`src/hdl/asw_pkg.sv`:
```
//
// constants and carrier types for the per-axis status word logic
// assumes one 100 MHz clock and one axis for each instance
//
// Summary of operation
// - ready clears on reset, sets on parameters
// - setpoint, motion, command blocks refused until ready
// - setpoints-received sets on accepted setpoint block
// - done sets at settled profile end, clears on move
// - in-position needs done and band; drives output one
// - in-position output held low at least 16 ms
// - auto mode is command bit and effective terminal
// - programming error follows the illegal-field condition
// - pid active while terms enabled, off in motion
// - toggle bit inverts on each new valid write
// - inputs-enabled set from parameter block, reset clears
// - bits nine to fifteen mirror raw input pins
// - setpoint number 1 to 13, 15 for segment
// - setpoint number zero at powerup and on jog
// - hardware start defers setpoint number update
// - three flags mark content of following words
// - integral limit flag follows limit, no fault
// - excess following error flag and loop fault
// - pid error flag while pid active, loop fault
// - immediate stop flag from pin or command
// - discrete input and analog faults flag, fault out
// - feedback and internal faults flag, fault out
// - loop fault output idles high, low on fault
// - in-position output low on move, high in band
package asw_pkg;
  // status word 1 bit positions
  localparam int unsigned W1_READY  = 0;
  localparam int unsigned W1_SPRCV  = 1;
  localparam int unsigned W1_DONE   = 2;
  localparam int unsigned W1_INPOS  = 3;
  localparam int unsigned W1_AUTO   = 4;
  localparam int unsigned W1_PRGERR = 5;
  localparam int unsigned W1_PID    = 6;
  localparam int unsigned W1_TOGGLE = 7;
  localparam int unsigned W1_INEN   = 8;
  localparam int unsigned W1_PINS   = 9;   // lowest raw pin bit
  // status word 2 bit positions
  localparam int unsigned W2_SPNUM  = 0;   // four bits
  localparam int unsigned W2_ERRV   = 5;
  localparam int unsigned W2_POSV   = 6;
  localparam int unsigned W2_DIAGV  = 7;
  localparam int unsigned W2_ILIM   = 8;
  localparam int unsigned W2_FAULT  = 9;   // lowest fault bit
  localparam int unsigned N_FAULT   = 7;
  // setpoint field values
  localparam logic [3:0] SP_NONE = 4'h0;
  localparam logic [3:0] SP_SEG  = 4'hF;
  localparam logic [3:0] SP_MAX  = 4'hD;
  // timing
  localparam int unsigned CLK_KHZ      = 100000;
  localparam int unsigned INPOS_LOW_MS = 16;
  localparam int unsigned INPOS_LOW_CYC = INPOS_LOW_MS * CLK_KHZ;
  localparam int unsigned CNT_W = 21;
  localparam logic [15:0] WORD_RST = 16'h0000;
  // raw discrete input pins, order as in status word 1
  typedef struct packed {
    logic in2;       // user input 2
    logic in1;       // user input 1
    logic jog_rev;   // jog reverse
    logic jog_fwd;   // jog forward
    logic stop_n;    // hardware stop, low true
    logic start;     // hardware start
    logic auto_manual_terminal;
  } asw_pins_t;
  // fault detector sources
  typedef struct packed {
    logic internal;  // backplane-powered circuit
    logic analog;    // analog power or circuit
    logic feedback;  // transducer interface
    logic discrete;  // discrete input power or circuit
  } asw_flt_t;
endpackage

```
`src/hdl/asw_axis_status.sv`:
```
//
// one axis of status word 1 and status word 2, plus discrete outputs
// assumes block decode and control loop run on ref_clk; pins are async
//
`timescale 1ns/1ps
module asw_axis_status #(
  parameter int unsigned INPOS_LOW_CYC = asw_pkg::INPOS_LOW_CYC
) (
  // clock and reset
  input  wire logic             ref_clk,
  input  wire logic             sys_rst,
  // decoded host blocks, one-cycle pulses unless noted
  input  wire logic             reset_cmd,
  input  wire logic             param_valid,
  input  wire logic             param_inputs_en,
  input  wire logic             param_out1_inpos,
  input  wire logic             param_out2_fault,
  input  wire logic             param_hw_start_en,
  input  wire logic             setpoint_valid,
  input  wire logic             cmd_valid,
  input  wire logic             cmd_auto,
  input  wire logic             move_start,
  input  wire logic [3:0]       move_sp_num,
  input  wire logic             seg_start,
  input  wire logic             jog_cmd,
  input  wire logic             imm_stop_cmd,
  input  wire logic             bt_write_done,
  input  wire logic             bt_write_differs,
  input  wire logic             prog_err,
  // control loop levels
  input  wire logic             profile_done,
  input  wire logic             vel_zero,
  input  wire logic             pos_settled,
  input  wire logic             fe_in_band,
  input  wire logic             pid_terms_en,
  input  wire logic             cmd_motion,
  input  wire logic             integ_at_max,
  input  wire logic             fe_excess,
  input  wire logic             pid_err_excess,
  input  wire logic             err_words_valid,
  input  wire logic             pos_words_valid,
  input  wire logic             diag_words_valid,
  input  wire asw_pkg::asw_flt_t flt_src,
  // raw discrete input pins
  input  wire asw_pkg::asw_pins_t pins,
  // status and discrete outputs
  output logic [15:0]           status_word1,
  output logic [15:0]           status_word2,
  output logic                  analog_out_en,
  output logic                  out1_inpos,
  output logic                  out2_loop_fault,
  output logic                  block_rejected
);

  // ***************************************************************
  // input synchroniser
  // ***************************************************************
  asw_pkg::asw_pins_t pins_s1_r;    // first stage, read by stage two
  asw_pkg::asw_pins_t pins_s2_r;    // safe to use
  logic               start_d_r;    // previous start level

  // two flops on every pin before any logic looks at it
  always_ff @(posedge ref_clk) begin
    if (sys_rst) begin
      pins_s1_r <= '0;
      pins_s2_r <= '0;
      start_d_r <= 1'b0;
    end else begin
      pins_s1_r <= pins;
      pins_s2_r <= pins_s1_r;
      start_d_r <= pins_s2_r.start;
    end
  end

  // ***************************************************************
  // acceptance gating
  // ***************************************************************
  logic ready_r;         // valid parameter block seen
  logic clr;             // host reset command only
  logic acc_sp;          // accepted setpoint block
  logic acc_move;        // accepted move to setpoint
  logic acc_seg;         // accepted motion segment start
  logic acc_jog;         // accepted jog
  logic acc_cmd;         // accepted command block
  logic acc_stop;        // accepted immediate stop
  logic any_req;         // something ready must gate

  assign clr      = reset_cmd;
  // until ready only a parameter block or a reset command gets through
  assign acc_sp   = setpoint_valid & ready_r;
  assign acc_move = move_start & ready_r;
  assign acc_seg  = seg_start & ready_r;
  assign acc_jog  = jog_cmd & ready_r;
  assign acc_cmd  = cmd_valid & ready_r;
  assign acc_stop = imm_stop_cmd & ready_r;
  assign any_req  = setpoint_valid | move_start | seg_start |
                    jog_cmd | cmd_valid | imm_stop_cmd;

  // one-cycle flag for a refused block
  always_ff @(posedge ref_clk) begin
    if (sys_rst) begin
      block_rejected <= 1'b0;
    end else begin
      block_rejected <= any_req & ~ready_r;
    end
  end

  // ***************************************************************
  // configuration latched from the parameter block
  // ***************************************************************
  logic inen_r;          // discrete inputs enabled
  logic o1cfg_r;         // output one is in-position
  logic o2cfg_r;         // output two is loop fault
  logic hwst_r;          // hardware start enabled
  logic sprcv_r;         // setpoint block received

  // ready and config: cleared by reset, loaded by parameters
  always_ff @(posedge ref_clk) begin
    if (sys_rst | clr) begin
      ready_r <= 1'b0;
      inen_r  <= 1'b0;
      o1cfg_r <= 1'b0;
      o2cfg_r <= 1'b0;
      hwst_r  <= 1'b0;
    end else if (param_valid) begin
      ready_r <= 1'b1;
      inen_r  <= param_inputs_en;
      o1cfg_r <= param_out1_inpos;
      o2cfg_r <= param_out2_fault;
      hwst_r  <= param_hw_start_en;
    end
  end

  // setpoints received
  always_ff @(posedge ref_clk) begin
    if (sys_rst | clr) begin
      sprcv_r <= 1'b0;
    end else if (acc_sp) begin
      sprcv_r <= 1'b1;
    end
  end

  // ***************************************************************
  // motion flags
  // ***************************************************************
  logic done_r;          // profile finished
  logic inpos_r;         // inside in-position band
  logic new_move;        // move or jog starts now
  logic auto_r;          // command-block auto bit

  assign new_move = acc_move | acc_seg | acc_jog;

  // a new move wins over a finishing profile in the same cycle
  always_ff @(posedge ref_clk) begin
    if (sys_rst | clr) begin
      done_r  <= 1'b0;
      inpos_r <= 1'b0;
    end else if (new_move) begin
      done_r  <= 1'b0;
      inpos_r <= 1'b0;
    end else begin
      done_r  <= profile_done & vel_zero & pos_settled;
      inpos_r <= done_r & fe_in_band;
    end
  end

  // auto/manual bit of the last accepted command block
  always_ff @(posedge ref_clk) begin
    if (sys_rst | clr) begin
      auto_r <= 1'b0;
    end else if (acc_cmd) begin
      auto_r <= cmd_auto;
    end
  end

  // ***************************************************************
  // block transfer write toggle
  // ***************************************************************
  logic tog_r;           // inverts on each new good write

  // a write with a programming error never toggles
  always_ff @(posedge ref_clk) begin
    if (sys_rst) begin
      tog_r <= 1'b0;
    end else if (bt_write_done & bt_write_differs & ~prog_err) begin
      tog_r <= ~tog_r;
    end
  end

  // ***************************************************************
  // active setpoint number
  // ***************************************************************
  logic [3:0] sp_r;      // shown setpoint number
  logic [3:0] sp_pend_r; // commanded, waiting for start
  logic       pend_r;    // a deferred update is waiting
  logic       hw_go;     // qualified rising start edge
  logic [3:0] sp_cmd;    // value the new move would show

  assign hw_go  = pins_s2_r.start & ~start_d_r & inen_r;
  assign sp_cmd = acc_seg ? asw_pkg::SP_SEG : move_sp_num;

  // jog clears; hardware start may hold back the update
  always_ff @(posedge ref_clk) begin
    if (sys_rst | acc_jog) begin
      sp_r      <= asw_pkg::SP_NONE;
      sp_pend_r <= asw_pkg::SP_NONE;
      pend_r    <= 1'b0;
    end else if (acc_move | acc_seg) begin
      if (hwst_r & inen_r) begin
        sp_pend_r <= sp_cmd;
        pend_r    <= 1'b1;
      end else begin
        sp_r <= sp_cmd;
      end
    end else if (pend_r & hw_go) begin
      sp_r   <= sp_pend_r;
      pend_r <= 1'b0;
    end
  end

  // ***************************************************************
  // fault flags
  // ***************************************************************
  logic [asw_pkg::N_FAULT-1:0] flt_r;   // word 2 fault bits
  logic [asw_pkg::N_FAULT-1:0] flt_set; // this cycle's causes
  logic                        pid_on;  // pid active level
  logic                        hw_stop; // recognised pin stop

  assign pid_on  = pid_terms_en & ~cmd_motion;
  assign hw_stop = ~pins_s2_r.stop_n & inen_r;
  assign flt_set = {flt_src.internal,
                    flt_src.analog,
                    flt_src.feedback,
                    flt_src.discrete,
                    hw_stop | acc_stop,
                    pid_err_excess & pid_on,
                    fe_excess};

  // two loop-error bits follow their cause; the rest latch
  // until reset so a brief fault cannot slip past the host
  generate
    for (genvar i = 0; i < asw_pkg::N_FAULT; i++) begin : g_flt
      always_ff @(posedge ref_clk) begin
        if (sys_rst) begin
          flt_r[i] <= 1'b0;
        end else if (i < 2) begin
          flt_r[i] <= flt_set[i];
        end else if (flt_set[i]) begin
          flt_r[i] <= 1'b1;                     // set beats clear
        end else if (clr) begin
          flt_r[i] <= 1'b0;
        end
      end
    end
  endgenerate

  // ***************************************************************
  // status words
  // ***************************************************************
  logic [15:0] w1_nxt;   // next status word 1
  logic [15:0] w2_nxt;   // next status word 2

  // assemble both words from the flags above
  always_comb begin
    w1_nxt = asw_pkg::WORD_RST;
    w1_nxt[asw_pkg::W1_READY]  = ready_r;
    w1_nxt[asw_pkg::W1_SPRCV]  = sprcv_r;
    w1_nxt[asw_pkg::W1_DONE]   = done_r;
    w1_nxt[asw_pkg::W1_INPOS]  = inpos_r;
    w1_nxt[asw_pkg::W1_AUTO]   = auto_r &
      (pins_s2_r.auto_manual_terminal | ~inen_r);
    w1_nxt[asw_pkg::W1_PRGERR] = prog_err;
    w1_nxt[asw_pkg::W1_PID]    = pid_on;
    w1_nxt[asw_pkg::W1_TOGGLE] = tog_r;
    w1_nxt[asw_pkg::W1_INEN]   = inen_r;
    w1_nxt[15:asw_pkg::W1_PINS] = pins_s2_r;
    w2_nxt = asw_pkg::WORD_RST;                 // bit 4 reads zero
    w2_nxt[asw_pkg::W2_SPNUM +: 4] = sp_r;
    w2_nxt[asw_pkg::W2_ERRV]  = err_words_valid;
    w2_nxt[asw_pkg::W2_POSV]  = pos_words_valid;
    w2_nxt[asw_pkg::W2_DIAGV] = diag_words_valid;
    w2_nxt[asw_pkg::W2_ILIM]  = integ_at_max;
    w2_nxt[15:asw_pkg::W2_FAULT] = flt_r;
  end

  // register both words for the block read
  always_ff @(posedge ref_clk) begin
    if (sys_rst) begin
      status_word1 <= asw_pkg::WORD_RST;
      status_word2 <= asw_pkg::WORD_RST;
    end else begin
      status_word1 <= w1_nxt;
      status_word2 <= w2_nxt;
    end
  end

  // ***************************************************************
  // discrete outputs and analog enable
  // ***************************************************************
  logic [asw_pkg::CNT_W-1:0] low_cnt_r; // in-position low hold
  logic                      loop_flt;  // any fault, no ilim

  // integral limit is deliberately not part of the fault
  assign loop_flt = |flt_r;

  // loop fault idles high and drops while a fault is set
  always_ff @(posedge ref_clk) begin
    if (sys_rst) begin
      out2_loop_fault <= 1'b1;
      analog_out_en   <= 1'b0;
    end else begin
      out2_loop_fault <= ~(o2cfg_r & loop_flt);
      analog_out_en   <= ready_r & ~loop_flt;
    end
  end

  // once low, the output stays low for the whole hold time so a
  // start input on another axis can see the pulse
  always_ff @(posedge ref_clk) begin
    if (sys_rst) begin
      out1_inpos <= 1'b0;
      low_cnt_r  <= '0;
    end else if (out1_inpos & ~(o1cfg_r & inpos_r)) begin
      out1_inpos <= 1'b0;
      low_cnt_r  <= asw_pkg::CNT_W'(INPOS_LOW_CYC - 1);
    end else if (low_cnt_r != '0) begin
      low_cnt_r  <= low_cnt_r - 1'b1;
    end else begin
      out1_inpos <= o1cfg_r & inpos_r;
    end
  end

  logic [asw_pkg::CNT_W-1:0] chk_low_r; // cycles output one low

  // reset counts as a long low time: it is not a falling edge
  always_ff @(posedge ref_clk) begin
    if (sys_rst) begin
      chk_low_r <= '1;
    end else if (out1_inpos) begin
      chk_low_r <= '0;
    end else if (chk_low_r != '1) begin
      chk_low_r <= chk_low_r + 1'b1;
    end
  end
endmodule

```
`config.mk`:
```
export PLATFORM = sky130hd
export DESIGN_NAME = asw_axis_status
export DESIGN_NICKNAME = d
export VERILOG_FILES = /design/src/hdl/asw_pkg.sv /design/src/hdl/asw_axis_status.sv
export SDC_FILE = /design/constraint.sdc
export NUM_CORES = 1
export LEC_CHECK = 0
export ABC_AREA = 1
export BUFFER_PORTS_ARGS = -buffer_cell sky130_fd_sc_hd__buf_2
export CAP_MARGIN = 0
export CORE_MARGIN = 1
export CORE_UTILIZATION = 58
export CTS_CLUSTER_DIAMETER = 50
export DETAILED_ROUTE_END_ITERATION = 8
export GPL_TIMING_DRIVEN = 0
export PLACE_DENSITY = 0.95
export SKIP_CTS_REPAIR_TIMING = 1
export SLEW_MARGIN = 20
export SYNTH_ARGS = -nofsm -noshare
export SYNTH_HDL_FRONTEND = slang
export SYNTH_SLANG_ARGS = --single-unit
```
`constraint.sdc`:
```
create_clock -name ref_clk -period 2 [get_ports ref_clk]
set_input_delay 0.4 -clock ref_clk [delete_from_list [all_inputs] [get_ports ref_clk]]
set_output_delay 0.4 -clock ref_clk [all_outputs]
set_load 0.1 [all_outputs]
```
**Yosys cells after proc, flatten, opt, wreduce, memory -nomap -nowiden**

Cells that the tools add are included.

- Logic and storage cells: 121
- ROM bits: 0
- Input bits: 45
- Bits in latches: 0
- RAM bits: 0
- Memories kept: 0
- Bits in registers: 98
- Output and inout bits: 36

- Reductions and logical operators: 14
- Div/mod/pow operators: 0
- Multiply operators: 0
- Eq/ne operators: 2
- Multiplexer cells: 15
- Shifts and indexed selects: 0
- Add/subtract/negate cells: 1
- Magnitude comparators: 0
- Bitwise gates (word level): 45

Operator list:

| operator | number |
|---|---|
| $mux W21 | 2 |
| $and A1 B1 Y1 | 24 |
| $reduce_bool A21 Y1 | 1 |
| $sub A21 B1 Y21 const B | 1 |
| $mux W4 | 4 |
| $reduce_bool A2 Y1 | 7 |
| $or A1 B1 Y1 | 11 |
| $not A1 Y1 | 10 |
| $mux W1 | 9 |
| $reduce_or A7 Y1 | 1 |
| $reduce_and A2 Y1 | 3 |
| $reduce_or A2 Y1 | 2 |
| $ne A2 B1 Y1 const B | 1 |
| $ne A2 B2 Y1 const B | 1 |

**Logic depth before layout (Yosys ltp)**

- Word-level depth: 6
- Gate-level depth with buffers: 9
- Depth with buffers taken out: 9

**Least setup slack after synthesis**

No wires, ideal clock.

- Kind: register -> register
- Start point: register out1_inpos
- End point: register low_cnt_r[2] (netlist bit)
- Data arrival time: 1.592 ns
- Library setup time: 0.071 ns
- Period minus slack after synthesis: 1.662 ns
- Slack: 0.338 ns
- Required time: 1.929 ns
- Stages on the path, launching flop included: 4
- Buffers on the path: 1
- Path through: dfxtp_1 nand2_1 clkbuf_1 a21oi_1

- Cells in the longest elaborated chain, start to end: 2
- Elaborated cells on any way between the ends: 3
- Those cells by class: 1 x mux; 1 x bitwise; 1 x reduce/logical

RTL lines:

| element | RTL line | RTL |
|---|---|---|
| start: declaration | asw_axis_status.sv:50 | `output logic out1_inpos,` |
| start signal: assignment | asw_axis_status.sv:329 | `out1_inpos <= o1cfg_r & inpos_r;` |
| $and A1 B1 Y1 * | asw_axis_status.sv:323 | `end else if (out1_inpos & ~(o1cfg_r & inpos_r)) begin` |
| $mux W21 / $reduce_bool A2 Y1 (equally long branches) | n/a |  |
| end signal: assignment | asw_axis_status.sv:325 | `low_cnt_r <= asw_pkg::CNT_W'(INPOS_LOW_CYC - 1);` |
| end signal: assignment | asw_axis_status.sv:327 | `low_cnt_r <= low_cnt_r - 1'b1;` |
| end: declaration | asw_axis_status.sv:300 | `logic [asw_pkg::CNT_W-1:0] low_cnt_r;` |

Every way passes the cells marked *; elsewhere a longest branch is shown, timed or not.
A chain may end at the register's enable or synchronous reset.

**Worst setup path after layout**

- Start point: register low_cnt_r[0] (netlist bit)
- End point: register low_cnt_r[20] (netlist bit)

- Cells in the longest elaborated chain, start to end: 3
- Elaborated cells on any way between the ends: 5
- Those cells by class: 1 x add/sub; 2 x mux; 2 x reduce/logical

RTL lines:

| element | RTL line | RTL |
|---|---|---|
| $sub A21 B1 Y21 | asw_axis_status.sv:327 |  |
| $mux W21 | asw_axis_status.sv:326 | `end else if (low_cnt_r != '0) begin` |
| $mux W21 | asw_axis_status.sv:323 |  |

Parallel ways exist; a longest one is shown, timed or not. The select of a mux whose other input is x is not followed.

==> run summary <==
Top Layer Used - met4
Cell row count - 29
CP required - 2.32 ns
Relative slew slack - 62.0%
PnR worst setup slack - 0.242 ns
Initial antenna violation count - 0
1st-pass router iterations - 6
Setup Viol. Count Final - 0
Net Sw Power - 2.90 mW
Clk pwr share - 20.2%
Synth Flop Type - dfxtp_1
Post-Synthesis Cells - 493
Flop pwr share - 36.4%
Final WL - 8.60 mm
Final Cell Area - 4490 µm²
First-pass GRT wire length - 14.4 mm
CORE AREA - 6310 µm²
Mapped Area - 3790 µm²
Slowest cell delay on critical path - 0.35 ns
Placer Congestion - 0.901
Hold path startpoint - cmd_motion
GR Overflow Total - 0
Capturing point of the worst reg2reg path - low_cnt_r[20]
P&R area growth vs syn - 18.5%
Reg2Reg Depth - 8
Placed Area - 4280 µm²
Switch share - 43.6%
Most frequent cells in the layout - dfxtp_1 (96), inv_1 (85), nand2_1 (85)
Final hold viol count - 0
DRT iter0 DRCs - 215
Fin. max-slew vios - 0
Vias - 3,402
Setup TNS - 0 ns
Ys async rst share - 0%
Ys Warns - 0
CTS Buf Count - 9
Die Ht - 82.9 µm
R2R Path Start - low_cnt_r[0]
Number of synthesized flops with an enable pin - 0
CP Launch Type - register
Crit path arrival time - 2.08 ns
Combinational power share - 43.4%
# clock sinks - 96
Routed wire length per instance - 12.9 µm
# diodes - 0
Vias per cell - 5.12
Final period util - 87.9%
Clk buf depth - 2
IO Pins - 81
RSZ-0062 raised after global routing - false
Setup WS pre-CTS - 0.358 ns
Largest net degree at the start of global routing - 19
Die area - 6870 µm²
PortBufs - 78
Worst Clk Skew - 0.00694 ns
Maxcap violations - 0
Clock slew at reported path FFs - 0.10 ns
Worst hold margin - 0.188 ns
CTS tree - built
Met3 wire length - 571 µm
Gr usage total - 26.2%
Post-DRT Antenna Nets - 0
Pwr dens - 1480 nW/µm²
Filler cells - 481
Avg Inst Size Synth - 7.69 µm²
Core Util, Final - 71.2%
Critical-path top delay cell - ha_1
Fin nets - 629
Int Pwr - 3.75 mW
Crit path capture type - register
P_leak - 2.24 nW
Run status - complete, no violations
Worst VDD drop - 833 µV
Commonest non-fill, non-tap cell in the layout - dfxtp_1
Syn Nets - 540
Register area - 1920 µm²
Cell Count, Final, Fillers Out - 664
Final Power - 6.65 mW
DRC Markers - 0
Post-Place Cells - 648
Post-synthesis sequential area ratio - 50.7%
H-tree levels - 3
Flops & latches, synth - 96
Met1 wire length - 3.44 mm
WHS Path Cells - 2
HPWL after DPL - 6.14 mm
Width of the die - 82.9 µm
Slew @ Worst Pin - 0.571 ns
Number of library cell types mapped by synthesis - 35
Layout cells sized above 1 - 24.0%
Worst Hold End - status_word1[6]
Met2 Routed Length - 4.24 mm
Max Freq - 0.569 GHz
Crit Path Category - register to register
Max FO, Critical Path - 7
Clock root buffer - clkbuf_8
CP Cell Sequence - inv_1 > ha_1 > nand2_1 > nor3_1 > nand3_1 > nand3_1 > nand2_1 > inv_1
Vias in the first global route - 3,377
Worst-Skew Late Latency - 0.36 ns
Hold WC Path Type - input port to register
Final period demand of the worst path - 1.76 ns
Initial Util - 60.1%
Reg2reg setup slack - 0.24 ns
Area taken by multi-input logic gates - 1480 µm²
-- worst max path at each step --
stage | start | endpoint | slack, ns | cells after the start
after global routing | low_cnt_r[0] | low_cnt_r[20] | 0.16 | 8
after CTS | low_cnt_r[0] | low_cnt_r[20] | 0.31 | 8
after detailed placement | low_cnt_r[0] | low_cnt_r[20] | 0.36 | 8
after global placement | low_cnt_r[0] | low_cnt_r[16] | 0.46 | 8
final | low_cnt_r[0] | low_cnt_r[20] | 0.24 | 8
after floorplan | out1_inpos | low_cnt_r[2] | 0.34 | 3
-- layout make-up --
cell class	count	share of cell area, %
plain buffers	12	1.45
inverters	87	7.32
flip-flops and latches	96	42.8
clock buffers	9	2.76
multi-input cells	298	32.9
repair buffers	78	8.69
well taps	77	2.14
clock inverters	7	2.03
-- synthesized netlist by cell type (3+ instances only) --
cell type,count,area [µm²]
nand3_1,31,155
dfxtp_1,96,1920
clkbuf_1,5,18.8
or2_2,6,37.5
o21ai_1,3,15.0
a21oi_1,29,145
nor2_4,6,67.6
inv_1,85,319
nor2_1,76,285
nand2_2,4,25.0
o21ai_0,16,80.1
nand2_4,3,33.8
buf_2,4,20.0
nand4_1,3,18.8
xnor2_1,3,26.3
nand2_1,85,319
nor2_2,13,81.3
-- flip-flops by register name, indices dropped and copies added, names as in the netlist, 4 cells and up --
signal,flops
flt_r,7
sp_pend_r,4
sp_r,4
low_cnt_r,21
pins_s2_r,7
status_word2,15
status_word1,16
pins_s1_r,7
-- metal layers --
| metal | vias up | track usage [%] |
|---|---|---|
| met4 | 0 | 15.2 |
| met3 | 46 | 7.36 |
| met1 | 1501 | 28.6 |
| li1 | 1679 | - |
| met2 | 176 | 45.4 |
| met5 | - | 0 |
-- cell families (layout without fill, tap and decap cells) --
family	count (synthesis)	in the layout	share of synthesized area, %
xor+xnor	3	3	0.693
simple gates	239	239	29.8
fa+ha+maj	2	2	0.660
other cells	1	1	0.0989
compound gates	53	53	7.72
buf+inv	99	193	10.4
flops	96	96	50.7
-- power groups by stage --
stage               Combinational, mW  Sequential (mW)  Clock (mW)
detailed placement               2.78             2.45           0
global route                     3.20             2.45        1.44
global placement                 2.65             2.43           0
CTS                              2.85             2.41        1.34
floorplan                        2.16             2.56           0
finish                           2.89             2.42        1.34
-- critical path: cells and delay by family (launching register included) --
kind | cells | cell delay, ns
AND/OR/NAND/NOR | 5 | 0.79
flip-flops | 1 | 0.34
buffers and inverters | 2 | 0.24
adder cells (fa/ha/maj) | 1 | 0.35
Power figures use the tool's default switching activity.
